**src/include/cpu_decode_pkg.sv**
```systemverilog
package cpu_decode_pkg;
   ////////////////////////////////////////////////////////////////////////////
   // Register map, byte addresses of aligned 32-bit words
   localparam logic [7:0] REG_CTRL = 8'h00;
   localparam logic [7:0] REG_STATUS = 8'h04;
   localparam logic [7:0] REG_DECODE = 8'h08;
   localparam logic [7:0] REG_OPERAND = 8'h0c;
   localparam logic [7:0] REG_COUNT = 8'h10;
   localparam int CTRL_ENABLE_BIT = 0;
   localparam logic CTRL_ENABLE_RST = 1'h0;
   localparam int STAT_HALT_BIT = 0;
   localparam int STAT_BUSY_BIT = 1;
   localparam int DEC_OPCODE_LSB = 0;
   localparam int DEC_LEN_LSB = 8;
   localparam int DEC_TAKEN_BIT = 12;
   localparam int DEC_ILLEGAL_BIT = 13;
   localparam int DEC_CYC_LSB = 16;
   localparam int DEC_CLASS_LSB = 24;
   localparam logic [1:0] RESP_OKAY = 2'h0;
   localparam logic [1:0] RESP_SLVERR = 2'h2;
   ////////////////////////////////////////////////////////////////////////////
   // Instruction fields and processor clock counts
   localparam logic [2:0] REG_FIELD_MEM = 3'h6;
   localparam logic [1:0] LEN_ONE = 2'h1;
   localparam logic [1:0] LEN_TWO = 2'h2;
   localparam logic [1:0] LEN_THREE = 2'h3;
   localparam logic [4:0] CYC_SHORT = 5'h04;
   localparam logic [4:0] CYC_REG = 5'h05;
   localparam logic [4:0] CYC_MEM = 5'h07;
   localparam logic [4:0] CYC_WORD = 5'h0a;
   localparam logic [4:0] CYC_PUSH = 5'h0b;
   localparam logic [4:0] CYC_DIRECT_ACC = 5'h0d;
   localparam logic [4:0] CYC_DIRECT_HL = 5'h10;
   localparam logic [4:0] CYC_CALL = 5'h11;
   localparam logic [4:0] CYC_SWAP_STACK = 5'h12;
   typedef enum logic [4:0] {
      no_operation = 5'b00000, copy_op = 5'b00001, halt_op = 5'b00010,
      load_immediate_byte = 5'b00011, inc_byte = 5'b00100, dec_byte = 5'b00101,
      acc_reg_op = 5'b00110, acc_imm_op = 5'b00111, acc_misc_op = 5'b01000,
      jump_op = 5'b01001, call_op = 5'b01010, return_op = 5'b01011,
      restart_op = 5'b01100, port_in_op = 5'b01101, port_out_op = 5'b01110,
      load_pair_imm = 5'b01111, push_op = 5'b10000, pop_op = 5'b10001,
      pair_add_hl = 5'b10010, inc_pair = 5'b10011, dec_pair = 5'b10100,
      swap_stack_top_hl = 5'b10101, swap_de_hl = 5'b10110,
      hl_to_prog_counter = 5'b10111, hl_to_stack_ptr = 5'b11000,
      store_acc_direct = 5'b11001, load_acc_direct = 5'b11010,
      store_hl_direct = 5'b11011, load_hl_direct = 5'b11100,
      store_acc_indirect = 5'b11101, load_acc_indirect = 5'b11110,
      irq_control_op = 5'b11111
   } op_class_t;
   typedef enum logic [1:0] {
      st_opcode = 2'b00,
      st_low = 2'b01,
      st_high = 2'b10
   } fetch_state_t;
   function automatic logic reg_is_mem(input logic [2:0] field);
      return field == REG_FIELD_MEM;
   endfunction : reg_is_mem
endpackage : cpu_decode_pkg

```
**src/core/op_decode.sv**
```systemverilog
`timescale 1ns/1ps
module op_decode
   import cpu_decode_pkg::*;
(
   input wire logic [7:0] opcode,
   output op_class_t op_class,
   output logic [1:0] insn_len,
   output logic [4:0] cyc_base,
   output logic [4:0] cyc_alt,
   output logic cond_used,
   output logic illegal,
   output logic [2:0] dest_reg_field,
   output logic [2:0] src_reg_field,
   output logic [1:0] pair_field,
   output logic dest_is_mem,
   output logic src_is_mem
);
   assign dest_reg_field = opcode[5:3];
   assign src_reg_field = opcode[2:0];
   assign pair_field = opcode[5:4];
   assign dest_is_mem = reg_is_mem(dest_reg_field);
   assign src_is_mem = reg_is_mem(src_reg_field);

   ////////////////////////////////////////////////////////////////////////////
   // Exact opcodes sit ahead of the patterns that would swallow them
   always_comb begin
      op_class = no_operation;
      insn_len = LEN_ONE;
      cyc_base = CYC_SHORT;
      cyc_alt = CYC_SHORT;
      cond_used = 1'b0;
      illegal = 1'b0;
      casez (opcode)
         8'b00000000: op_class = no_operation;
         8'b11111011, 8'b11110011: op_class = irq_control_op;
         8'b01110110: begin op_class = halt_op; cyc_base = CYC_MEM; end
         8'b11001001: begin op_class = return_op; cyc_base = CYC_WORD; end
         8'b11000011: begin op_class = jump_op; cyc_base = CYC_WORD; insn_len = LEN_THREE; end
         8'b11001101: begin op_class = call_op; cyc_base = CYC_CALL; insn_len = LEN_THREE; end
         8'b11011011, 8'b11010011: begin
            op_class = opcode[3] ? port_in_op : port_out_op;
            cyc_base = CYC_WORD;
            insn_len = LEN_TWO;
         end
         8'b11100011: begin op_class = swap_stack_top_hl; cyc_base = CYC_SWAP_STACK; end
         8'b11101011: op_class = swap_de_hl;
         8'b11101001: begin op_class = hl_to_prog_counter; cyc_base = CYC_REG; end
         8'b11111001: begin op_class = hl_to_stack_ptr; cyc_base = CYC_REG; end
         8'b00110010, 8'b00111010: begin
            op_class = opcode[3] ? load_acc_direct : store_acc_direct;
            cyc_base = CYC_DIRECT_ACC;
            insn_len = LEN_THREE;
         end
         8'b00100010, 8'b00101010: begin
            op_class = opcode[3] ? load_hl_direct : store_hl_direct;
            cyc_base = CYC_DIRECT_HL;
            insn_len = LEN_THREE;
         end
         8'b000?0010, 8'b000?1010: begin
            op_class = opcode[3] ? load_acc_indirect : store_acc_indirect;
            cyc_base = CYC_MEM;
         end
         8'b01??????: begin
            op_class = copy_op;
            cyc_base = (dest_is_mem || src_is_mem) ? CYC_MEM : CYC_REG;
         end
         8'b00???110: begin
            op_class = load_immediate_byte;
            insn_len = LEN_TWO;
            cyc_base = dest_is_mem ? CYC_WORD : CYC_MEM;
         end
         8'b00???100, 8'b00???101: begin
            op_class = opcode[0] ? dec_byte : inc_byte;
            cyc_base = dest_is_mem ? CYC_WORD : CYC_REG;
         end
         8'b10??????: begin
            op_class = acc_reg_op;
            cyc_base = src_is_mem ? CYC_MEM : CYC_SHORT;
         end
         8'b11???110: begin
            op_class = acc_imm_op;
            insn_len = LEN_TWO;
            cyc_base = CYC_MEM;
         end
         8'b00???111: op_class = acc_misc_op;
         8'b11???000: begin
            op_class = return_op;
            cond_used = 1'b1;
            cyc_base = CYC_REG;
            cyc_alt = CYC_PUSH;
         end
         8'b11???010: begin
            op_class = jump_op;
            cond_used = 1'b1;
            insn_len = LEN_THREE;
            cyc_base = CYC_WORD;
            cyc_alt = CYC_WORD;
         end
         8'b11???100: begin
            op_class = call_op;
            cond_used = 1'b1;
            insn_len = LEN_THREE;
            cyc_base = CYC_PUSH;
            cyc_alt = CYC_CALL;
         end
         8'b11???111: begin op_class = restart_op; cyc_base = CYC_PUSH; end
         8'b00??0001: begin
            op_class = load_pair_imm;
            insn_len = LEN_THREE;
            cyc_base = CYC_WORD;
         end
         8'b11??0101: begin op_class = push_op; cyc_base = CYC_PUSH; end
         8'b11??0001: begin op_class = pop_op; cyc_base = CYC_WORD; end
         8'b00??1001: begin op_class = pair_add_hl; cyc_base = CYC_WORD; end
         8'b00??0011: begin op_class = inc_pair; cyc_base = CYC_REG; end
         8'b00??1011: begin op_class = dec_pair; cyc_base = CYC_REG; end
         default: illegal = 1'b1;
      endcase
   end
endmodule : op_decode

```
**src/core/cpu_instruction_decoder.sv**
```systemverilog
// Design decisions made here: register access over AXI4-Lite and the register offsets.
`timescale 1ns/1ps
// Overview of operation
// - Every byte is unsigned eight-bit, bit seven top
// - Instructions span one to three consecutive bytes
// - Second byte low half, third byte high
// - High level means one, low means zero
// - Copy 5/7 cycles, halt, immediate 7/10
// - Accumulator register operations take 4 or 7
// - Immediate accumulator operations: two bytes, 7 cycles
// - Rotate and carry operations take 4 cycles
// - Conditional return 5/11, plain return 10
// - Jumps 10, conditional call 11/17, call 17
// - Port input and output: two bytes, 10
// - Pair immediate load: three bytes, 10 cycles
// - Push pair 11 cycles, field 11 flags
// - Pop pair 10 cycles, field 11 flags
// - Pair added to H-L in 10 cycles
// - Pair step 5, byte step 5 or 10
// - Stack swap 18, pair swap 4 cycles
// - H-L to counter or stack pointer: 5
// - Direct loads 13/16, pair-addressed loads 7
// - Interrupt enable, disable, no-operation take 4
// - Restart is one-byte call to fixed vector
module cpu_instruction_decoder
   import cpu_decode_pkg::*;
(
   input wire logic aclk,
   input wire logic aresetn,
   input wire logic awvalid,
   output logic awready,
   input wire logic [7:0] awaddr,
   input wire logic [2:0] awprot,
   input wire logic wvalid,
   output logic wready,
   input wire logic [31:0] wdata,
   input wire logic [3:0] wstrb,
   output logic bvalid,
   input wire logic bready,
   output logic [1:0] bresp,
   input wire logic arvalid,
   output logic arready,
   input wire logic [7:0] araddr,
   input wire logic [2:0] arprot,
   output logic rvalid,
   input wire logic rready,
   output logic [31:0] rdata,
   output logic [1:0] rresp,
   input wire logic fetch_valid,
   output logic fetch_ready,
   input wire logic [7:0] fetch_byte,
   input wire logic flag_zero,
   input wire logic flag_carry,
   input wire logic flag_parity,
   input wire logic flag_sign,
   output logic insn_done,
   output logic [7:0] insn_opcode,
   output logic [15:0] insn_operand,
   output op_class_t insn_class,
   output logic [1:0] insn_len,
   output logic [4:0] insn_cycles,
   output logic insn_taken,
   output logic [2:0] dest_reg_field,
   output logic [2:0] src_reg_field,
   output logic [1:0] pair_field,
   output logic [15:0] restart_vector,
   output logic halted
);
   fetch_state_t state_q, state_d;
   logic [7:0] opcode_q, low_q;
   logic taken_q, finish, fetch_fire;
   logic [7:0] dec_in;
   op_class_t dec_class;
   logic [1:0] dec_len;
   logic [4:0] dec_cyc_base, dec_cyc_alt;
   logic dec_cond, dec_illegal, cond_now, take_now;
   logic [2:0] dec_dst;
   logic done_q, taken_out_q, illegal_q, enable_q, halted_q;
   logic [7:0] out_opcode_q, out_low_q, out_high_q;
   op_class_t class_q;
   logic [1:0] len_q;
   logic [4:0] cyc_q;
   logic [31:0] count_q;
   logic aw_got_q, w_got_q, bvalid_q, rvalid_q;
   logic [7:0] awaddr_q;
   logic [31:0] wdata_q, rdata_q, rd_word, dec_word;
   logic [3:0] wstrb_q;
   logic [1:0] bresp_q, rresp_q;
   logic wr_fire, rd_fire, wr_ctrl, wr_status, halt_clear, halt_set;

   function automatic logic addr_known(input logic [7:0] a);
      return a == REG_CTRL || a == REG_STATUS || a == REG_DECODE ||
             a == REG_OPERAND || a == REG_COUNT;
   endfunction : addr_known

   ////////////////////////////////////////////////////////////////////////////
   // Byte fetch and assembly
   // Bytes are taken whole, high level as one, with no reinterpretation
   assign fetch_ready = enable_q && !halted_q;
   assign fetch_fire = fetch_valid && fetch_ready;
   assign dec_in = (state_q == st_opcode) ? fetch_byte : opcode_q;

   op_decode u_op_decode (
      .opcode(dec_in),
      .op_class(dec_class),
      .insn_len(dec_len),
      .cyc_base(dec_cyc_base),
      .cyc_alt(dec_cyc_alt),
      .cond_used(dec_cond),
      .illegal(dec_illegal),
      .dest_reg_field(dec_dst),
      .src_reg_field(),
      .pair_field(),
      .dest_is_mem(),
      .src_is_mem()
   );

   // Flags are sampled with the opcode byte; later flag motion is ignored
   assign cond_now = dec_dst[0] ^ ~(dec_dst[2:1] == 2'b00 ? flag_zero :
                     dec_dst[2:1] == 2'b01 ? flag_carry :
                     dec_dst[2:1] == 2'b10 ? flag_parity : flag_sign);
   assign take_now = (state_q == st_opcode) ? (dec_cond && cond_now) : taken_q;

   // Last byte of the instruction by its decoded length
   assign finish = fetch_fire && ((state_q == st_opcode && dec_len == LEN_ONE) ||
                   (state_q == st_low && dec_len == LEN_TWO) || state_q == st_high);

   always_comb begin
      state_d = state_q;
      case (state_q)
         st_opcode: if (fetch_fire && dec_len != LEN_ONE) state_d = st_low;
         st_low: if (fetch_fire) state_d = (dec_len == LEN_THREE) ? st_high : st_opcode;
         st_high: if (fetch_fire) state_d = st_opcode;
         default: state_d = st_opcode;
      endcase
   end

   always_ff @(posedge aclk) begin
      if (!aresetn) begin
         state_q <= st_opcode;
         opcode_q <= 8'h00;
         low_q <= 8'h00;
         taken_q <= 1'b0;
      end else begin
         state_q <= state_d;
         if (fetch_fire && state_q == st_opcode) begin
            opcode_q <= fetch_byte;
            taken_q <= take_now;
         end
         if (fetch_fire && state_q == st_low) low_q <= fetch_byte;
      end
   end

   ////////////////////////////////////////////////////////////////////////////
   // Decoded result, held until the next instruction completes
   always_ff @(posedge aclk) begin
      if (!aresetn) begin
         done_q <= 1'b0;
         out_opcode_q <= 8'h00;
         out_low_q <= 8'h00;
         out_high_q <= 8'h00;
         class_q <= no_operation;
         len_q <= 2'h0;
         cyc_q <= 5'h00;
         taken_out_q <= 1'b0;
         illegal_q <= 1'b0;
         count_q <= 32'h0;
      end else begin
         done_q <= finish;
         if (finish) begin
            out_opcode_q <= dec_in;
            out_low_q <= (state_q == st_opcode) ? 8'h00 : (state_q == st_low) ? fetch_byte : low_q;
            out_high_q <= (state_q == st_high) ? fetch_byte : 8'h00;
            class_q <= dec_class;
            len_q <= dec_len;
            cyc_q <= take_now ? dec_cyc_alt : dec_cyc_base;
            taken_out_q <= take_now;
            illegal_q <= dec_illegal;
            count_q <= count_q + 32'h1;
         end
      end
   end

   assign insn_done = done_q;
   assign insn_opcode = out_opcode_q;
   assign insn_operand = {out_high_q, out_low_q};
   assign insn_class = class_q;
   assign insn_len = len_q;
   assign insn_cycles = cyc_q;
   assign insn_taken = taken_out_q;
   assign dest_reg_field = out_opcode_q[5:3];
   assign src_reg_field = out_opcode_q[2:0];
   // Field 11 in push and pop means accumulator with flags
   assign pair_field = out_opcode_q[5:4];
   assign restart_vector = {10'h000, out_opcode_q[5:3], 3'h0};
   assign halted = halted_q;

   ////////////////////////////////////////////////////////////////////////////
   // AXI4-Lite slave, one write and one read in flight
   assign awready = !aw_got_q && !bvalid_q;
   assign wready = !w_got_q && !bvalid_q;
   assign wr_fire = aw_got_q && w_got_q && !bvalid_q;
   assign wr_ctrl = wr_fire && awaddr_q == REG_CTRL && wstrb_q[0];
   assign wr_status = wr_fire && awaddr_q == REG_STATUS && wstrb_q[0];
   assign halt_clear = wr_status && wdata_q[STAT_HALT_BIT];
   // A halt arriving with the clear still wins
   assign halt_set = finish && dec_class == halt_op;
   assign arready = !rvalid_q;
   assign rd_fire = arvalid && arready;
   assign bvalid = bvalid_q;
   assign bresp = bresp_q;
   assign rvalid = rvalid_q;
   assign rdata = rdata_q;
   assign rresp = rresp_q;

   always_comb begin
      dec_word = 32'h0;
      dec_word[DEC_OPCODE_LSB +: 8] = out_opcode_q;
      dec_word[DEC_LEN_LSB +: 2] = len_q;
      dec_word[DEC_TAKEN_BIT] = taken_out_q;
      dec_word[DEC_ILLEGAL_BIT] = illegal_q;
      dec_word[DEC_CYC_LSB +: 5] = cyc_q;
      dec_word[DEC_CLASS_LSB +: 5] = class_q;
   end

   assign rd_word = (araddr == REG_CTRL) ? {31'h0, enable_q} :
                    (araddr == REG_STATUS) ? {30'h0, state_q != st_opcode, halted_q} :
                    (araddr == REG_DECODE) ? dec_word :
                    (araddr == REG_OPERAND) ? {16'h0, out_high_q, out_low_q} :
                    (araddr == REG_COUNT) ? count_q : 32'h0;

   always_ff @(posedge aclk) begin
      if (!aresetn) begin
         aw_got_q <= 1'b0;
         w_got_q <= 1'b0;
         awaddr_q <= 8'h00;
         wdata_q <= 32'h0;
         wstrb_q <= 4'h0;
         bvalid_q <= 1'b0;
         bresp_q <= RESP_OKAY;
      end else begin
         if (awvalid && awready) begin
            aw_got_q <= 1'b1;
            awaddr_q <= awaddr;
         end
         if (wvalid && wready) begin
            w_got_q <= 1'b1;
            wdata_q <= wdata;
            wstrb_q <= wstrb;
         end
         if (wr_fire) begin
            aw_got_q <= 1'b0;
            w_got_q <= 1'b0;
            bvalid_q <= 1'b1;
            bresp_q <= addr_known(awaddr_q) ? RESP_OKAY : RESP_SLVERR;
         end else if (bvalid_q && bready) begin
            bvalid_q <= 1'b0;
         end
      end
   end

   always_ff @(posedge aclk) begin
      if (!aresetn) begin
         rvalid_q <= 1'b0;
         rdata_q <= 32'h0;
         rresp_q <= RESP_OKAY;
      end else if (rd_fire) begin
         rvalid_q <= 1'b1;
         rdata_q <= rd_word;
         rresp_q <= addr_known(araddr) ? RESP_OKAY : RESP_SLVERR;
      end else if (rvalid_q && rready) begin
         rvalid_q <= 1'b0;
      end
   end

   always_ff @(posedge aclk) begin
      if (!aresetn) begin
         enable_q <= CTRL_ENABLE_RST;
         halted_q <= 1'b0;
      end else begin
         if (wr_ctrl) enable_q <= wdata_q[CTRL_ENABLE_BIT];
         if (halt_set) halted_q <= 1'b1;
         else if (halt_clear) halted_q <= 1'b0;
      end
   end

   ////////////////////////////////////////////////////////////////////////////
   // Checks
   chk_len_legal: assert property (
      @(posedge aclk) disable iff (!aresetn)
      insn_done |-> insn_len != 2'h0)
      else $error("decoded length out of range");

   chk_three_byte: assert property (
      @(posedge aclk) disable iff (!aresetn)
      fetch_fire && state_q == st_high |=>
         insn_done && insn_len == LEN_THREE && insn_operand[15:8] == $past(fetch_byte))
      else $error("third byte not taken as high half");

   chk_halt_stall: assert property (
      @(posedge aclk) disable iff (!aresetn)
      insn_done && insn_class == halt_op |-> halted && !fetch_ready)
      else $error("halt did not stop fetching");

   chk_copy_cycles: assert property (
      @(posedge aclk) disable iff (!aresetn)
      insn_done && insn_class == copy_op |->
         insn_cycles == ((reg_is_mem(dest_reg_field) || reg_is_mem(src_reg_field)) ?
                         CYC_MEM : CYC_REG))
      else $error("copy cycle count wrong");

   chk_alu_cycles: assert property (
      @(posedge aclk) disable iff (!aresetn)
      insn_done && insn_class == acc_reg_op |->
         insn_cycles == (reg_is_mem(src_reg_field) ? CYC_MEM : CYC_SHORT))
      else $error("accumulator register op cycle count wrong");

   chk_imm_shape: assert property (
      @(posedge aclk) disable iff (!aresetn)
      insn_done && insn_class == acc_imm_op |-> insn_len == LEN_TWO && insn_cycles == CYC_MEM)
      else $error("immediate accumulator op shape wrong");

   chk_ret_cycles: assert property (
      @(posedge aclk) disable iff (!aresetn)
      insn_done && insn_class == return_op && insn_opcode[2:0] == 3'h0 |->
         insn_cycles == (insn_taken ? CYC_PUSH : CYC_REG))
      else $error("conditional return cycle count wrong");

   chk_call_cycles: assert property (
      @(posedge aclk) disable iff (!aresetn)
      insn_done && insn_class == call_op |->
         insn_len == LEN_THREE && insn_cycles == (insn_taken || insn_opcode[0] ? CYC_CALL : CYC_PUSH))
      else $error("call cycle count wrong");

   chk_port_shape: assert property (
      @(posedge aclk) disable iff (!aresetn)
      insn_done && (insn_class == port_in_op || insn_class == port_out_op) |->
         insn_len == LEN_TWO && insn_cycles == CYC_WORD)
      else $error("port instruction shape wrong");

   chk_swap_stack: assert property (
      @(posedge aclk) disable iff (!aresetn)
      insn_done && insn_class == swap_stack_top_hl |-> insn_cycles == CYC_SWAP_STACK)
      else $error("stack swap cycle count wrong");
endmodule : cpu_instruction_decoder

```
**config.mk**
```make
export PLATFORM = sky130hd
export DESIGN_NAME = cpu_instruction_decoder
export DESIGN_NICKNAME = d
export VERILOG_FILES = /design/src/include/cpu_decode_pkg.sv /design/src/core/op_decode.sv /design/src/core/cpu_instruction_decoder.sv
export SDC_FILE = /design/constraint.sdc
export NUM_CORES = 1
export LEC_CHECK = 0
export BUFFER_PORTS_ARGS = -buffer_cell sky130_fd_sc_hd__buf_2
export CORE_UTILIZATION = 38
export DETAILED_ROUTE_END_ITERATION = 12
export PLACE_DENSITY = 0.6
export SYNTH_ARGS = -nofsm -noshare
export SYNTH_HDL_FRONTEND = slang
export SYNTH_SLANG_ARGS = --single-unit
```
**constraint.sdc**
```tcl
create_clock -name aclk -period 2.43 [get_ports aclk]
set_input_delay 0.1215 -clock aclk [delete_from_list [all_inputs] [get_ports aclk]]
set_output_delay 0.1215 -clock aclk [all_outputs]
set_load 0.03 [all_outputs]
```
[After elaboration in Yosys (flattened, before gate mapping)]
Index checks and enable logic that the tools add are counted.
Cells by class
  $add $sub $neg: 1
  equality and inequality tests: 57
  muxes and demuxes: 48
  bitwise gates (word level): 3
  reductions and logical operators: 71
Operator list (count)
  2-to-1 mux 32 bit: 5
  == test 8 bit, second input constant: 11
  one-hot mux 5 bit (16 select lines): 1
  one-hot mux 5 bit (8 select lines): 2
  one-hot mux 5 bit (14 select lines): 1
  adder 32 x 1 -> 32 bit, second input constant: 1
  == test 8 x 4 -> 1 bit, second input constant: 4
  == test 8 x 6 -> 1 bit, second input constant: 4
  2-to-1 mux 8 bit: 4
  == test 5 bit, second input constant: 5
  logical AND 1 bit: 24
  zero test 8 bit: 3
  2-to-1 mux 2 bit: 11
  == test 5 x 3 -> 1 bit, second input constant: 4
  OR reduction 19 bit: 1
  OR reduction 2 bit: 9
  OR reduction 17 bit: 1
  == test 8 x 3 -> 1 bit, second input constant: 2
  == test 8 x 5 -> 1 bit, second input constant: 2
  2-to-1 mux 1 bit: 15
  one-hot mux 5 bit (3 select lines): 1
  OR reduction 3 bit: 5
  == test 6 x 4 -> 1 bit, second input constant: 2
  == test 6 bit, second input constant: 2
  other kinds (26): 60
Word-level totals
  register bits: 142
  input port bits: 78
  output and inout bits: 105
  logic and storage cells: 206

[Logic depth before layout (Yosys ltp)]
Gate-level depths: netlist of the first run.
  depth in word-level cells: 13
  gate-level depth with buffers: 13
  gate-level depth less buffers: 8

[Modules after synthesis]
A second synthesis of the first run with hierarchy kept.
Second synthesis, totals
  cells, all modules: 926
  area total of the unflattened synthesis: 7263.2 um^2
By module, submodules not included
  cpu_instruction_decoder: instances 1, cells an instance 750, area an instance 6228.5 um^2, seq. area each 2802.7 um^2
  op_decode: instances 1, cells an instance 176, area an instance 1034.7 um^2, seq. area each 0.0 um^2

[Worst setup path before layout of the first run]
No wires, ideal clock.
  path type: reg-to-reg
  start point: register state_q[0]
  end point: register cyc_q[0] (netlist: insn_cycles[0])
  setup time: 115 ps
  arrival time: 2527 ps
  data required time: 2315 ps
  slack: -211 ps
  stages on the path, launching flop included: 10
  buffers on the path: 2
  clock period less this slack: 2641 ps
  cells stage by stage: dfxtp_1 or2_1 buf_2 buf_2 mux2i_1 mux4_2 xnor2_1 o21ai_0 o311a_1 o21a_1
On the way
  cells in the longest elaborated chain, start to end: 11
  elaborated cells on any way between the ends: 87
  those cells by class: eq/ne (42); mux (17); bitwise (2); reduce/logical (26)
RTL lines
  from (decl): line cpu_instruction_decoder.sv:69  | fetch_state_t state_q, state_d;
  from (signal assigned): line cpu_instruction_decoder.sv:140  | state_q <= st_opcode;
  from (signal assigned): line cpu_instruction_decoder.sv:145  | state_q <= state_d;
  zero test 2 bit: line cpu_instruction_decoder.sv:101, cpu_instruction_decoder.sv:122, cpu_instruction_decoder.sv:125
  2-to-1 mux 8 bit: line cpu_instruction_decoder.sv:101  | assign dec_in = (state_q == st_opcode) ? fetch_byte : opcode_q;
  == test 6 x 1 -> 1 bit (tied with other cells): line op_decode.sv:33  | casez (opcode)
  OR reduction 3 bit (no source line) (tied with other cells)
  one-hot mux 2 bit (2 select lines) / 2-to-1 mux 1 bit (equally long branches): line op_decode.sv:33, cpu_instruction_decoder.sv:120
  one-hot mux 2 bit (3 select lines) / 2-to-1 mux 1 bit (equally long branches): line op_decode.sv:33, cpu_instruction_decoder.sv:119
  == test 2 x 1 -> 1 bit (tied with other cells): line cpu_instruction_decoder.sv:125  | assign finish = fetch_fire && ((state_q == st_opcode && dec_len == LEN_ONE) ||
  logical AND 1 bit (tied with other cells): line cpu_instruction_decoder.sv:125
  logical OR 1 bit / logical AND 1 bit (equally long branches): line cpu_instruction_decoder.sv:125, cpu_instruction_decoder.sv:122
  logical OR 1 bit / 2-to-1 mux 1 bit (equally long branches): line cpu_instruction_decoder.sv:126, cpu_instruction_decoder.sv:122
  logical AND 1 bit / 2-to-1 mux 5 bit (equally long branches): line cpu_instruction_decoder.sv:125, cpu_instruction_decoder.sv:176
  to (signal assigned): line cpu_instruction_decoder.sv:176  | cyc_q <= take_now ? dec_cyc_alt : dec_cyc_base;
  to (decl): line cpu_instruction_decoder.sv:82  | logic [4:0] cyc_q;
Several ways; a longest one is shown, not always the timed one.
A chain may end at the register's enable or synchronous reset.

[Worst setup path in the final report of the first run]
  start point: register state_q[0]
  end point: register count_q[27]
On the way
  cells in the longest elaborated chain, start to end: 11
  elaborated cells on any way between the ends: 42
  those cells by class: eq/ne (27); mux (3); reduce/logical (12)
RTL lines
  zero test 2 bit: line cpu_instruction_decoder.sv:101, cpu_instruction_decoder.sv:125
  2-to-1 mux 8 bit: line cpu_instruction_decoder.sv:101
  == test 6 x 1 -> 1 bit (tied with other cells): line op_decode.sv:33
  OR reduction 3 bit (no source line) / OR reduction 2 bit (equally long branches)
  one-hot mux 2 bit (2 select lines): line op_decode.sv:33
  one-hot mux 2 bit (3 select lines): line op_decode.sv:33
  == test 2 x 1 -> 1 bit / == test 2 bit (equally long branches): line cpu_instruction_decoder.sv:125, cpu_instruction_decoder.sv:126
  logical AND 1 bit, on equally long branches: line cpu_instruction_decoder.sv:125, cpu_instruction_decoder.sv:126
  logical OR 1 bit: line cpu_instruction_decoder.sv:125
  logical OR 1 bit *: line cpu_instruction_decoder.sv:126  | (state_q == st_low && dec_len == LEN_TWO) || state_q == st_high);
  logical AND 1 bit *: line cpu_instruction_decoder.sv:125
  to (signal assigned): line cpu_instruction_decoder.sv:179  | count_q <= count_q + 32'h1;
  to (decl): line cpu_instruction_decoder.sv:83  | logic [31:0] count_q;
Mark *: on every way between the ends. The rest lies on a longest branch, timed or not.

==> results.md, run 1 <==
* Status: finished with violations
* Violated checks: setup timing
* Sequential-to-total area share from yosys stat at 37.77%
* H-tree levels at 4
* Tcrit/Tclk final at 111.9%
* GRT Util Overall at 26.45%
* Clock tree buffer depth at 2
* Yosys Warn Count at 0
* Top post-synthesis cells by area: dfxtp_1 (38%), nor2_1 (6.1%), a21oi_1 (5.2%)
* Die width at 141.7 um
* CP peak stage delay at 0.52 ns
* Setup TNS at -12.94 ns
* Syn Inst Count at ~940
* Critical Path Fanout Max at 7
* Number of flops mapped to enable cells by yosys at 0
* Power Dens Cells at 523.1 nW/um^2
* WHS Endpoint: opcode_q[0]$_SDFFE_PN0P_
* Critical path's slowest cell: or4_4
* RSZ-0062 raised after global routing: true
* Die area at 20090 um^2
* VDD IR-drop max at 531.3 uV
* Remaining global-route overflow at 0
* First-pass DRT Iterations at 5
* Worst Reg-to-Reg Cells at 11
* CTS tree: done
* DRC viols at 0
* Critical path endpoint category: flip-flop
* # rows at 50
* CP Launch Type: flip-flop
* Lkg Pwr at 4.423 nW
* Tmin final at 2.718 ns
* CP Cell Sequence: buf_6, or4_4, o31a_4, a211oi_4, o21bai_1, a21oi_2, buf_6, buf_6, nand4_4, or4_4, a21oi_2
* Clk Latency, worst-skew pair at 0.43 ns
* TritonCTS Buffers at 17
* Yosys cell types at 74
* Fin Clk Skew at 0.01649 ns
* WP data arrival at approximately 3.1 ns
* Hpwl dp at approximately 19000 um
* Crit path max-delay family: simple AND/OR/NAND/NOR gates
* Max Fclk at 367.9 MHz
* Clock sink total at 140
* Worst path buffer plus inverter count at 3
* Post-layout nets at 1290
* CP most frequent cell: buf_6
* Detailed-route via count at approximately 8000
* Syn_area_per_cell at between 7 and 8 um^2
* Number of max-cap violations at 0
* Hold Startpoint: fetch_byte[0]
* R2r endpoint: count_q[27]$_SDFFE_PN0P_
* Ys async rst share at 0%
* Setup WS post-layout at -0.2880 ns
* Initial antenna violation count at 0
* Pin count of the biggest net entering global routing at 69
* Hold Path Depth at 3
* Synth top area share at 37.77%
* Main synth FF type: dfxtp_1
* Starting Density at between 30% and 40%
* Starting DRT DRC Count at 574
* Buffers on Ports at 127
* Slew at the pin closest to its max-slew limit at 0.6972 ns
* Top Ports at 183
* Routed Antenna Nets at 0
* Hold WS at 0.01192 ns
* Slew Viols, Final at 0
* Drt wl/cell at between 15 and 20 um
* First-pass GRT wire length at 40970 um
* Required time of the worst setup path at 2.78 ns
* Crit path kind: reg2reg
* Final Setup Violations at 73
* Rel. slew slack at 53.43%
* R2R Setup Slk at -0.29 ns
* Vias in the first global route at 7539
* Drt via density at 5.468
* Yosys top cell by area: dfxtp_1
* Layout cells sized above 1 at 37.50%
* GP Congestion at 0.9201
* HP Class: in2reg
* Reg2reg start: state_q[0]$_SDFFE_PN0P_
* Mapped Area at 7421 um^2
* Fillers at 1794
* Core area at 18890 um^2
* Reg clk slew, reported paths at 0.07 ns
* Final hold vios at 0
* CTS Root Cell: clkbuf_16
* DIE HEIGHT at 141.7 um
* Synthesized flop and latch total at 140
* Routed WL at approximately 27000 um
* Layout Area Growth over Synthesis at 46.25%
* Number of diodes at 0
==> per-stage QoR <==
stage          setup slack [ns]  utilization, %  total power, W  cell area (um^2)  std cells
4_1_cts                 -0.2553           54.32        0.005635             10260       1460
5_1_grt                 -0.3720           57.44        0.005862             10850       1484
3_5_place_dp            -0.4626           48.89        0.002954              9236       1405
3_3_place_gp            -0.4077           48.89        0.002955              9236       1405
6_report                -0.2880           57.44        0.005677             10850       1484
2_1_floorplan           -0.1241               -        0.002717              7567        951
==> report_power, final <==
part | switching [W] | total, W | internal [W]
clock network | 0.00109 | 0.00265 | 0.00156
registers | 0.0000146 | 0.00233 | 0.00232
logic | 0.000406 | 0.000693 | 0.000287
==> cells in the mapped netlist (8+ instances only) <==
cell / count
a22o_1: 12
nor2_1: 121
nand4_1: 12
inv_1: 20
a21oi_1: 77
buf_2: 14
dfxtp_1: 140
nand3_1: 24
a22oi_1: 32
a211oi_1: 18
nand3b_1: 9
a311oi_1: 8
or3_1: 16
clkbuf_1: 43
nor4_1: 13
nor3_1: 29
and2_1: 8
nand2b_1: 18
buf_4: 27
mux2i_1: 17
nand2_1: 92
a31oi_1: 13
buf_6: 8
or4_1: 12
o21ai_0: 41
==> per-layer routing <==
metal,up-vias,share of wire (%),track usage (%)
met5,-,0,0
met4,0,1.6,7.187
met3,43,5.8,4.556
met2,263,47,42.75
met1,3881,46,36.20
li1,3927,-,-
==> flip-flops by register name, summed over array words and instances (netlist names), 2 cells and up <==
name	count
insn_class	5
insn_opcode	8
opcode_q	8
out_low_q	8
low_q	8
state_q	2
out_high_q	8
insn_len	2
insn_cycles	5
count_q	32
awaddr_q	8
rdata	32
==> layout make-up <==
class | count | area (um^2) | share of cell area, %
clock buffers | 19 | 442.9 | 4.081
clock inverters | 13 | 153.9 | 1.418
inverters | 20 | 77.57 | 0.7148
multi-input cells | 695 | 4577 | 42.17
flip-flops and latches | 140 | 2808 | 25.87
well taps | 260 | 325.3 | 2.997
repair buffers | 337 | 2469 | 22.75
==> cell families (layout without fill, tap and decap cells) <==
| family | count (synthesis) | count (layout) | share of synthesized area [%] |
|---|---|---|---|
| buf+inv | 116 | 389 | 8.295 |
| compound gates | 255 | 255 | 22.64 |
| simple gates | 391 | 391 | 26.52 |
| flops | 140 | 140 | 37.77 |
| fa+ha+maj | 1 | 1 | 0.1686 |
| mux | 22 | 22 | 3.254 |
| other cells | 1 | 15 | 0.05053 |
| xor+xnor | 11 | 11 | 1.298 |
==> layout by cell type, fill, tap and decap left out, types with 13 or more instances in the layout <==
cell type	count
buf_2	128
dfxtp_1	138
mux2i_1	16
buf_6	27
a22oi_1	31
a21oi_1	68
or3_1	15
nand2_1	90
buf_4	160
clkbuf_16	20
nor2_1	105
nand3_1	21
conb_1	15
nand2b_1	18
nor3_1	25
o21ai_0	35
inv_1	19
dlygate4sd3_1	13
==> worst max-delay path by stage <==
stage	start	to	slack, ns	cells after the start
after floorplan	state_q[0]$_SDFFE_PN0P_	insn_cycles[2]$_SDFFE_PN0P_	-0.12	12
after global placement	state_q[0]$_SDFFE_PN0P_	count_q[27]$_SDFFE_PN0P_	-0.41	11
after detailed placement	state_q[0]$_SDFFE_PN0P_	count_q[27]$_SDFFE_PN0P_	-0.46	11
after CTS	state_q[0]$_SDFFE_PN0P_	count_q[10]$_SDFFE_PN0P_	-0.26	10
after global routing	state_q[0]$_SDFFE_PN0P_	insn_opcode[7]$_SDFFE_PN0P_	-0.37	12
final	state_q[0]$_SDFFE_PN0P_	count_q[27]$_SDFFE_PN0P_	-0.29	11
==> worst reg2reg max path, stage by stage (launching register included) <==
cell,delay (ns)
dfxtp_4,0.36
buf_6,0.12
or4_4,0.48
o31a_4,0.17
a211oi_4,0.23
o21bai_1,0.10
a21oi_2,0.18
buf_6,0.16
buf_6,0.11
nand4_4,0.11
or4_4,0.52
a21oi_2,0.12
==> what timing repair did <==
action,in CTS,in global routing
hold buffers,13,0
pin swaps,31,34
gates cloned,2,4
buffers inserted,9,22
endpoints found under the hold margin,12,0
endpoints found under the setup margin,73,73
gates resized for setup,47,80
Note: power is estimated with default switching activity, not from simulation.
==> run 2: changes to the inputs <==
- PLACE_DENSITY: 0.6 -> 0.58
- clock period: 2.43 -> 3.15 ns (I/O delays scaled with it)
==> run 2 against run 1 <==
Effect of this change: setup slack improved by 0.48 ns; first-iteration DRC count fell by 17%; critical endpoint unchanged; total power fell by 24%; critical path type unchanged; the run now ends clean; global-route usage fell by 1.5 points.
==> results.md, run 2 (same netlist as run 1, synthesis figures left out) <==
* DIE HEIGHT at 141.7 um (unchanged)
* Hpwl dp at 18020 um (-6.7%)
* Critical path endpoint category: flip-flop
* Slew at the pin closest to its max-slew limit at 0.8309 ns (+0.1338 ns)
* Detailed-route via count at 7445 (-8.2%)
* Number of post-CTS setup repair buffers at 0 (-9)
* Die area at 20090 um^2 (unchanged)
* Final instance area at 9154 um^2 (-16%)
* Die width at 141.7 um (unchanged)
* WHS Endpoint: rvalid$_SDFFE_PN0P_
* # rows at 50 (unchanged)
* Starting DRT DRC Count at 478 (-17%)
* VDD IR-drop max at 404.6 uV (-24%)
* GP Congestion at 0.9275 (+0.80%)
* Fillers at 1912 (+6.6%)
* Most frequent cells in the layout: dfxtp_1 (140), buf_2 (127), nor2_1 (121)
* Routed WL at 24580 um (-9.6%)
* GRT Util Overall at 24.91% (-1.5 points)
* Hold Path Depth at 3 (unchanged)
* Worst Reg-to-Reg Cells at 9 (-2)
* Pin count of the biggest net entering global routing at 79 (+14%)
* Number of max-cap violations at 0 (unchanged)
* R2R Setup Slk at 0.19 ns (+0.48 ns)
* Core area at 18890 um^2 (unchanged)
* DRC viols at 0 (unchanged)
* Clock tree buffer depth at 2 (unchanged)
* Drt via density at 5.519 (+0.94%)
* Crit path kind: reg2reg
* Commonest non-fill, non-tap cell in the layout: dfxtp_1
* HP Class: in2reg
* Clock sink total at 140 (unchanged)
* Required time of the worst setup path at 3.49 ns (+0.71 ns)
* First-pass GRT wire length at 38480 um (-6.1%)
* Reg clk slew, reported paths at 0.06 ns (about the same)
* Final hold vios at 0 (unchanged)
* Max Fclk at 337.6 MHz (-8.2%)
* Initial antenna violation count at 0 (unchanged)
* CTS Root Cell: clkbuf_16
* Setup WS post-layout at 0.1882 ns (+0.4762 ns)
* Vias in the first global route at 6712 (-11%)
* R2r endpoint: count_q[27]$_SDFFE_PN0P_
* Hold Startpoint: arvalid
* Fin Clk Skew at 0.008827 ns (-0.007666 ns)
* TritonCTS Buffers at 17 (unchanged)
* Tmin final at 2.962 ns (+0.2438 ns)
* Tcrit/Tclk final at 94.03% (-18 points)
* Post-layout nets at 1156 (-10%)
* Layout cells sized above 1 at 22.68% (-15 points)
* Placement Setup Slack at 0.2073 ns (+0.6699 ns)
* Drt wl/cell at 18.22 um (-0.52%)
* Clk Latency, worst-skew pair at 0.42 ns (about the same)
* First-pass DRT Iterations at 6 (+1)
* DP Area at 8396 um^2 (-9.1%)
* Rel. slew slack at 44.60% (-8.8 points)
* Setup TNS at 0 ns (+12.94 ns)
* DP Cell Count at 1306 (-7.0%)
* Final Power at 0.004338 W (-24%)
* Final Setup Violations at 0 (-100%)
* CP Launch Type: flip-flop
* Status: finished, final reports clean
* Power Dens Cells at 473.9 nW/um^2 (-9.4%)
* Layout Cells excl Fill at 1349 (-9.1%)
* Remaining global-route overflow at 0 (unchanged)
* Number of diodes at 0 (unchanged)
* Routed Antenna Nets at 0 (unchanged)
* RSZ-0062 raised after global routing: false
* H-tree levels at 4 (unchanged)
* Critical Path Fanout Max at 18 (+11)
* Reg2reg start: state_q[0]$_SDFFE_PN0P_
* Layout Area Growth over Synthesis at 23.35%
* WP data arrival at 3.30 ns (+0.23 ns)
* CTS tree: done
* Starting Density at 39.28% (unchanged)
* Buffers on Ports at 127 (unchanged)
* Top Ports at 183 (unchanged)
* Lkg Pwr at 3.587 nW (-19%)
* Slew Viols, Final at 0 (unchanged)
## run 2: changes by cell type in the layout (fill, tap and decap cells not counted), moves of 5 or more
cell / change
buf_6: -27
o21ai_0: +6
nor2_4: -5
a21oi_2: -9
a211oi_1: +6
nor2_1: +16
buf_4: -97
a211oi_2: -5
nor4_1: +6
or4_4: -5
a21oi_1: +9
nor2_2: -11
or4_1: +5
## run 2: worst max-delay path, stage by stage (launching register included)
cell      delay [ns]
dfxtp_1         0.32
or2_1           0.36
mux2_4          0.46
nor3_4          0.29
o21bai_1        0.11
a21oi_2         0.29
buf_4           0.25
nand4_4         0.14
or4_1           0.52
a21oi_1         0.15
## run 2: per-stage QoR
step | hold WS (ns) | utilization [%]
global placement | 0.3468 | 44.44
global route | 0.04862 | 48.45
floorplan | 0.2565 | -
finish | 0.02596 | 48.45
detailed placement | 0.3458 | 44.44
CTS | 0.01190 | 48.42
## run 2: power breakdown
part,leakage [nW],internal (W),switching (W)
combinational,2.14,0.000126,0.000262
clock,0.314,0.00139,0.000764
sequential,1.13,0.00179,0.0000122
## run 2: area by class of cell
type	instances	area, um^2	share of cell area, %
clock buffers	21	470.5	5.139
flip-flops and latches	140	2803	30.62
repair buffers	203	1249	13.64
well taps	260	325.3	3.554
inverters	20	77.57	0.8475
clock inverters	10	161.4	1.763
multi-input cells	695	4068	44.44
## run 2: per-layer routing
metal  track usage, %  vias to the layer above  routed length, um
met3            4.826                       24               1603
li1                 -                     3645                  -
met1            34.94                     3508              11460
met5                0                        -                  0
met2            38.14                      268              11060
met4            8.149                        0                461
## run 2: how the worst max path moves through the flow
| stage | start | to | slack [ns] | depth (start not counted) |
|---|---|---|---|---|
| 2_1_floorplan | state_q[0]$_SDFFE_PN0P_ | insn_cycles[0]$_SDFFE_PN0P_ | 0.51 | 9 |
| 3_3_place_gp | state_q[0]$_SDFFE_PN0P_ | insn_cycles[1]$_SDFFE_PN0P_ | 0.20 | 9 |
| 3_5_place_dp | state_q[0]$_SDFFE_PN0P_ | insn_cycles[1]$_SDFFE_PN0P_ | 0.21 | 9 |
| 4_1_cts | state_q[0]$_SDFFE_PN0P_ | insn_cycles[1]$_SDFFE_PN0P_ | 0.19 | 9 |
| 5_1_grt | state_q[1]$_SDFFE_PN0P_ | insn_cycles[1]$_SDFFE_PN0P_ | 0.008 | 10 |
| 6_report | state_q[0]$_SDFFE_PN0P_ | count_q[27]$_SDFFE_PN0P_ | 0.19 | 9 |
## run 2: repair_timing
action,4_1_cts,5_1_grt
resized for setup,0,1
endpoints found under the hold margin,12,0
setup endpoints to repair,0,1
hold buffers,12,0
==> run 3: changes to the inputs <==
- CORE_UTILIZATION: 38 -> 55
- PLACE_DENSITY: 0.58 -> 0.8
==> run 3 against run 2 <==
Effect of this change: clock power decreased by 7%; critical path depth unchanged; sequential share of layout area increased by 0.74 points; flip-flop and latch count unchanged; sequential power about the same; clock skew increased by 0.0010 ns; count of clock-buffer cells in the layout decreased by 2; final cell count decreased by 7.3%; largest cell class unchanged.
==> results.md, run 3 (same netlist as run 1, synthesis figures left out) <==
* Status: finished, final reports clean
* Rel. slew slack at 24.63% (-20 points)
* Layout Area Growth over Synthesis at 20.45%
* Met1 Use GR at 44.87% (+9.9 points)
* Seq. cell area at 2803 um^2 (unchanged)
* Lkg Pwr at 3.494 nW (-2.6%)
* Drt wl/cell at 18.40 um (+0.98%)
* Drt via density at 6.110 (+11%)
* DRC viols at 0 (unchanged)
* Worst Reg-to-Reg Cells at 9 (unchanged)
* Starting Density at 56.26% (+17 points)
* Core area at 13190 um^2 (-30%)
* Critical path's slowest cell: nor4b_1
* Pin count of the biggest net entering global routing at 113 (+43%)
* Tcrit/Tclk final at 98.17% (+4.1 points)
* Footprint of the multi-input gates at 4074 um^2 (+0.15%)
* Placement Setup Slack at 0.1479 ns (-0.05935 ns)
* Reg clk slew, reported paths at 0.06 ns (about the same)
* Worst path depth at 9 (unchanged)
* TritonCTS Buffers at 17 (unchanged)
* Starting DRT DRC Count at 708 (+48%)
* Worst path buffer plus inverter count at 1 (unchanged)
* DIE HEIGHT at 118.2 um (-17%)
* First-pass DRT Iterations at 6 (unchanged)
* Slew at the pin closest to its max-slew limit at 1.131 ns (+0.2996 ns)
* GRT Util Overall at 33.67% (+8.8 points)
* Fin Clk Skew at 0.009876 ns (+0.001049 ns)
* Max Fclk at 323.4 MHz (-4.2%)
* Int Power at 0.003119 W (-5.5%)
* Slew Viols, Final at 0 (unchanged)
* CTS tree: done
* Critical Path Fanout Max at 18 (unchanged)
* Fillers at 1090 (-43%)
* R2r endpoint: insn_cycles[1]$_SDFFE_PN0P_
* Power Dens Cells at 467.8 nW/um^2 (-1.3%)
* Layout cells sized above 1 at 22.05% (-0.63 points)
* Routed Antenna Nets at 0 (unchanged)
* CP Cell Sequence: buf_4, or4b_1, o21a_1, nor4b_1, a21oi_1, and3_1, or4_1, o311ai_1, a31oi_1
* Final Power at 0.004182 W (-3.6%)
* Hold Path Depth at 3 (unchanged)
* Critical path endpoint category: flip-flop
* Detailed-route via count at 7643 (+2.7%)
* Hpwl dp at 16020 um (-11%)
* # rows at 42 (-16%)
* Die area at 13960 um^2 (-31%)
* CTS Root Cell: clkbuf_16
* H-tree levels at 4 (unchanged)
* Power share of the clock group at 47.8% (-1.8 points)
* Routed WL at 23020 um (-6.4%)
* Commonest non-fill, non-tap cell in the layout: dfxtp_1
* Top Ports at 183 (unchanged)
* DP Cell Count at 1208 (-7.5%)
* Reg2reg start: state_q[0]$_SDFFE_PN0P_
* CP peak stage delay at 0.58 ns (+0.06 ns)
* Initial antenna violation count at 0 (unchanged)
* VDD IR-drop max at 799.0 uV (+97%)
* RSZ-0062 raised after global routing: true
* Global Route met2 Usage at 52.94% (+15 points)
* Met3 Use GR at 6.902% (+2.1 points)
* GP Congestion at 0.9544 (+2.9%)
* R2R Setup Slk at 0.06 ns (-0.13 ns)
* Final hold vios at 0 (unchanged)
* Hold WS at 0.01261 ns (-0.01335 ns)
* First-pass GRT wire length at 36880 um (-4.2%)
* Hold Startpoint: wdata[0]
* Die width at 118.2 um (-17%)
* Required time of the worst setup path at 3.45 ns (-0.04 ns)
* Clock tree buffer depth at 2 (unchanged)
* Tmin final at 3.092 ns (+0.1306 ns)
* Sequential power share at 43.1% (+1.6 points)
* Layout Cells excl Fill at 1251 (-7.3%)
* Global-route layer with the greatest usage: met2
* Vias in the first global route at 6975 (+3.9%)
* Final Util at 67.77% (+19 points)
* WHS Endpoint: wdata_q[0]$_SDFFE_PN0P_
* Crit path kind: reg2reg
* HP Class: in2reg
* Sw Share at 25.42% (+1.5 points)
* Final Setup Violations at 0 (unchanged)
* Post-layout nets at 1141 (-1.3%)
* Logic pwr share at 9.1% (+0.2 points)
* WP data arrival at 3.40 ns (+0.10 ns)
* Net Switching at 0.001063 W (+2.4%)
* Setup WS post-layout at 0.05761 ns (-0.1306 ns)
* Clock sink total at 140 (unchanged)
* Number of diodes at 0 (unchanged)
* Crit path max-delay family: simple AND/OR/NAND/NOR gates
* Most frequent cells in the layout: dfxtp_1 (140), buf_2 (127), nor2_1 (121)
* Number of max-cap violations at 0 (unchanged)
* Remaining global-route overflow at 0 (unchanged)
* Clk Latency, worst-skew pair at 0.43 ns (about the same)
* CP Launch Type: flip-flop
* Buffers on Ports at 127 (unchanged)
-- run 3: changes by cell type in the layout (fill, tap and decap cells not counted), moves of 2 or more --
cell / previous run / this run
buf_4: 63 / 46
clkinvlp_4: 0 / 4
buf_12: 1 / 4
bufinv_16: 4 / 2
-- run 3: layer usage --
layer / share of wire (%) / up-vias / wire length (um)
met1: 43 / 3601 / 9836
li1: - / 3613 / -
met3: 8.3 / 54 / 1906
met4: 3.5 / 0 / 807
met2: 45 / 375 / 10470
met5: 0 / - / 0
-- run 3: stage by stage --
| step | cell area, um^2 | setup TNS, ns |
|---|---|---|
| after global placement | 8223 | 0 |
| after floorplan | 7473 | 0 |
| after detailed placement | 8223 | 0 |
| final | 8939 | 0 |
| after CTS | 8926 | 0 |
| after global routing | 8939 | -0.1178 |
-- run 3: how the worst max path moves through the flow --
stage                                  endpoint  slack [ns]                     from
CTS                 insn_cycles[0]$_SDFFE_PN0P_        0.12  state_q[0]$_SDFFE_PN0P_
global placement    insn_cycles[0]$_SDFFE_PN0P_        0.16  state_q[0]$_SDFFE_PN0P_
floorplan           insn_cycles[0]$_SDFFE_PN0P_        0.51  state_q[0]$_SDFFE_PN0P_
global route           count_q[20]$_SDFFE_PN0P_       -0.04  state_q[0]$_SDFFE_PN0P_
detailed placement  insn_cycles[0]$_SDFFE_PN0P_        0.15  state_q[0]$_SDFFE_PN0P_
finish              insn_cycles[1]$_SDFFE_PN0P_        0.06  state_q[0]$_SDFFE_PN0P_
-- run 3: worst min-delay path, delay by kind of cell --
family	cells	cell delay (ns)
buffers and inverters	1	0.09
AND/OR/NAND/NOR	1	0.08
multiplexers	1	0.07
-- run 3: power by group through the flow --
| stage | Combinational (W) | Clock, W | Sequential, W |
|---|---|---|---|
| after floorplan | 0.000245 | 0 | 0.00185 |
| after global placement | 0.000361 | 0 | 0.00184 |
| after detailed placement | 0.000360 | 0 | 0.00184 |
| after CTS | 0.000372 | 0.00201 | 0.00180 |
| after global routing | 0.000411 | 0.00208 | 0.00180 |
| final | 0.000383 | 0.00200 | 0.00180 |
-- run 3: final cells by class --
type	instances	area share, %
clock inverters	13	1.568
inverters	20	0.8679
flip-flops and latches	140	31.36
multi-input cells	695	45.58
well taps	176	2.464
clock buffers	19	5.067
repair buffers	188	13.10
-- run 3: what timing repair did --
| item | in CTS | in global routing |
|---|---|---|
| endpoints found under the hold margin | 11 | 0 |
| resized for setup | 0 | 4 |
| setup buffers | 0 | 0 |
| hold buffers | 11 | 0 |
| setup endpoints to repair | 0 | 22 |
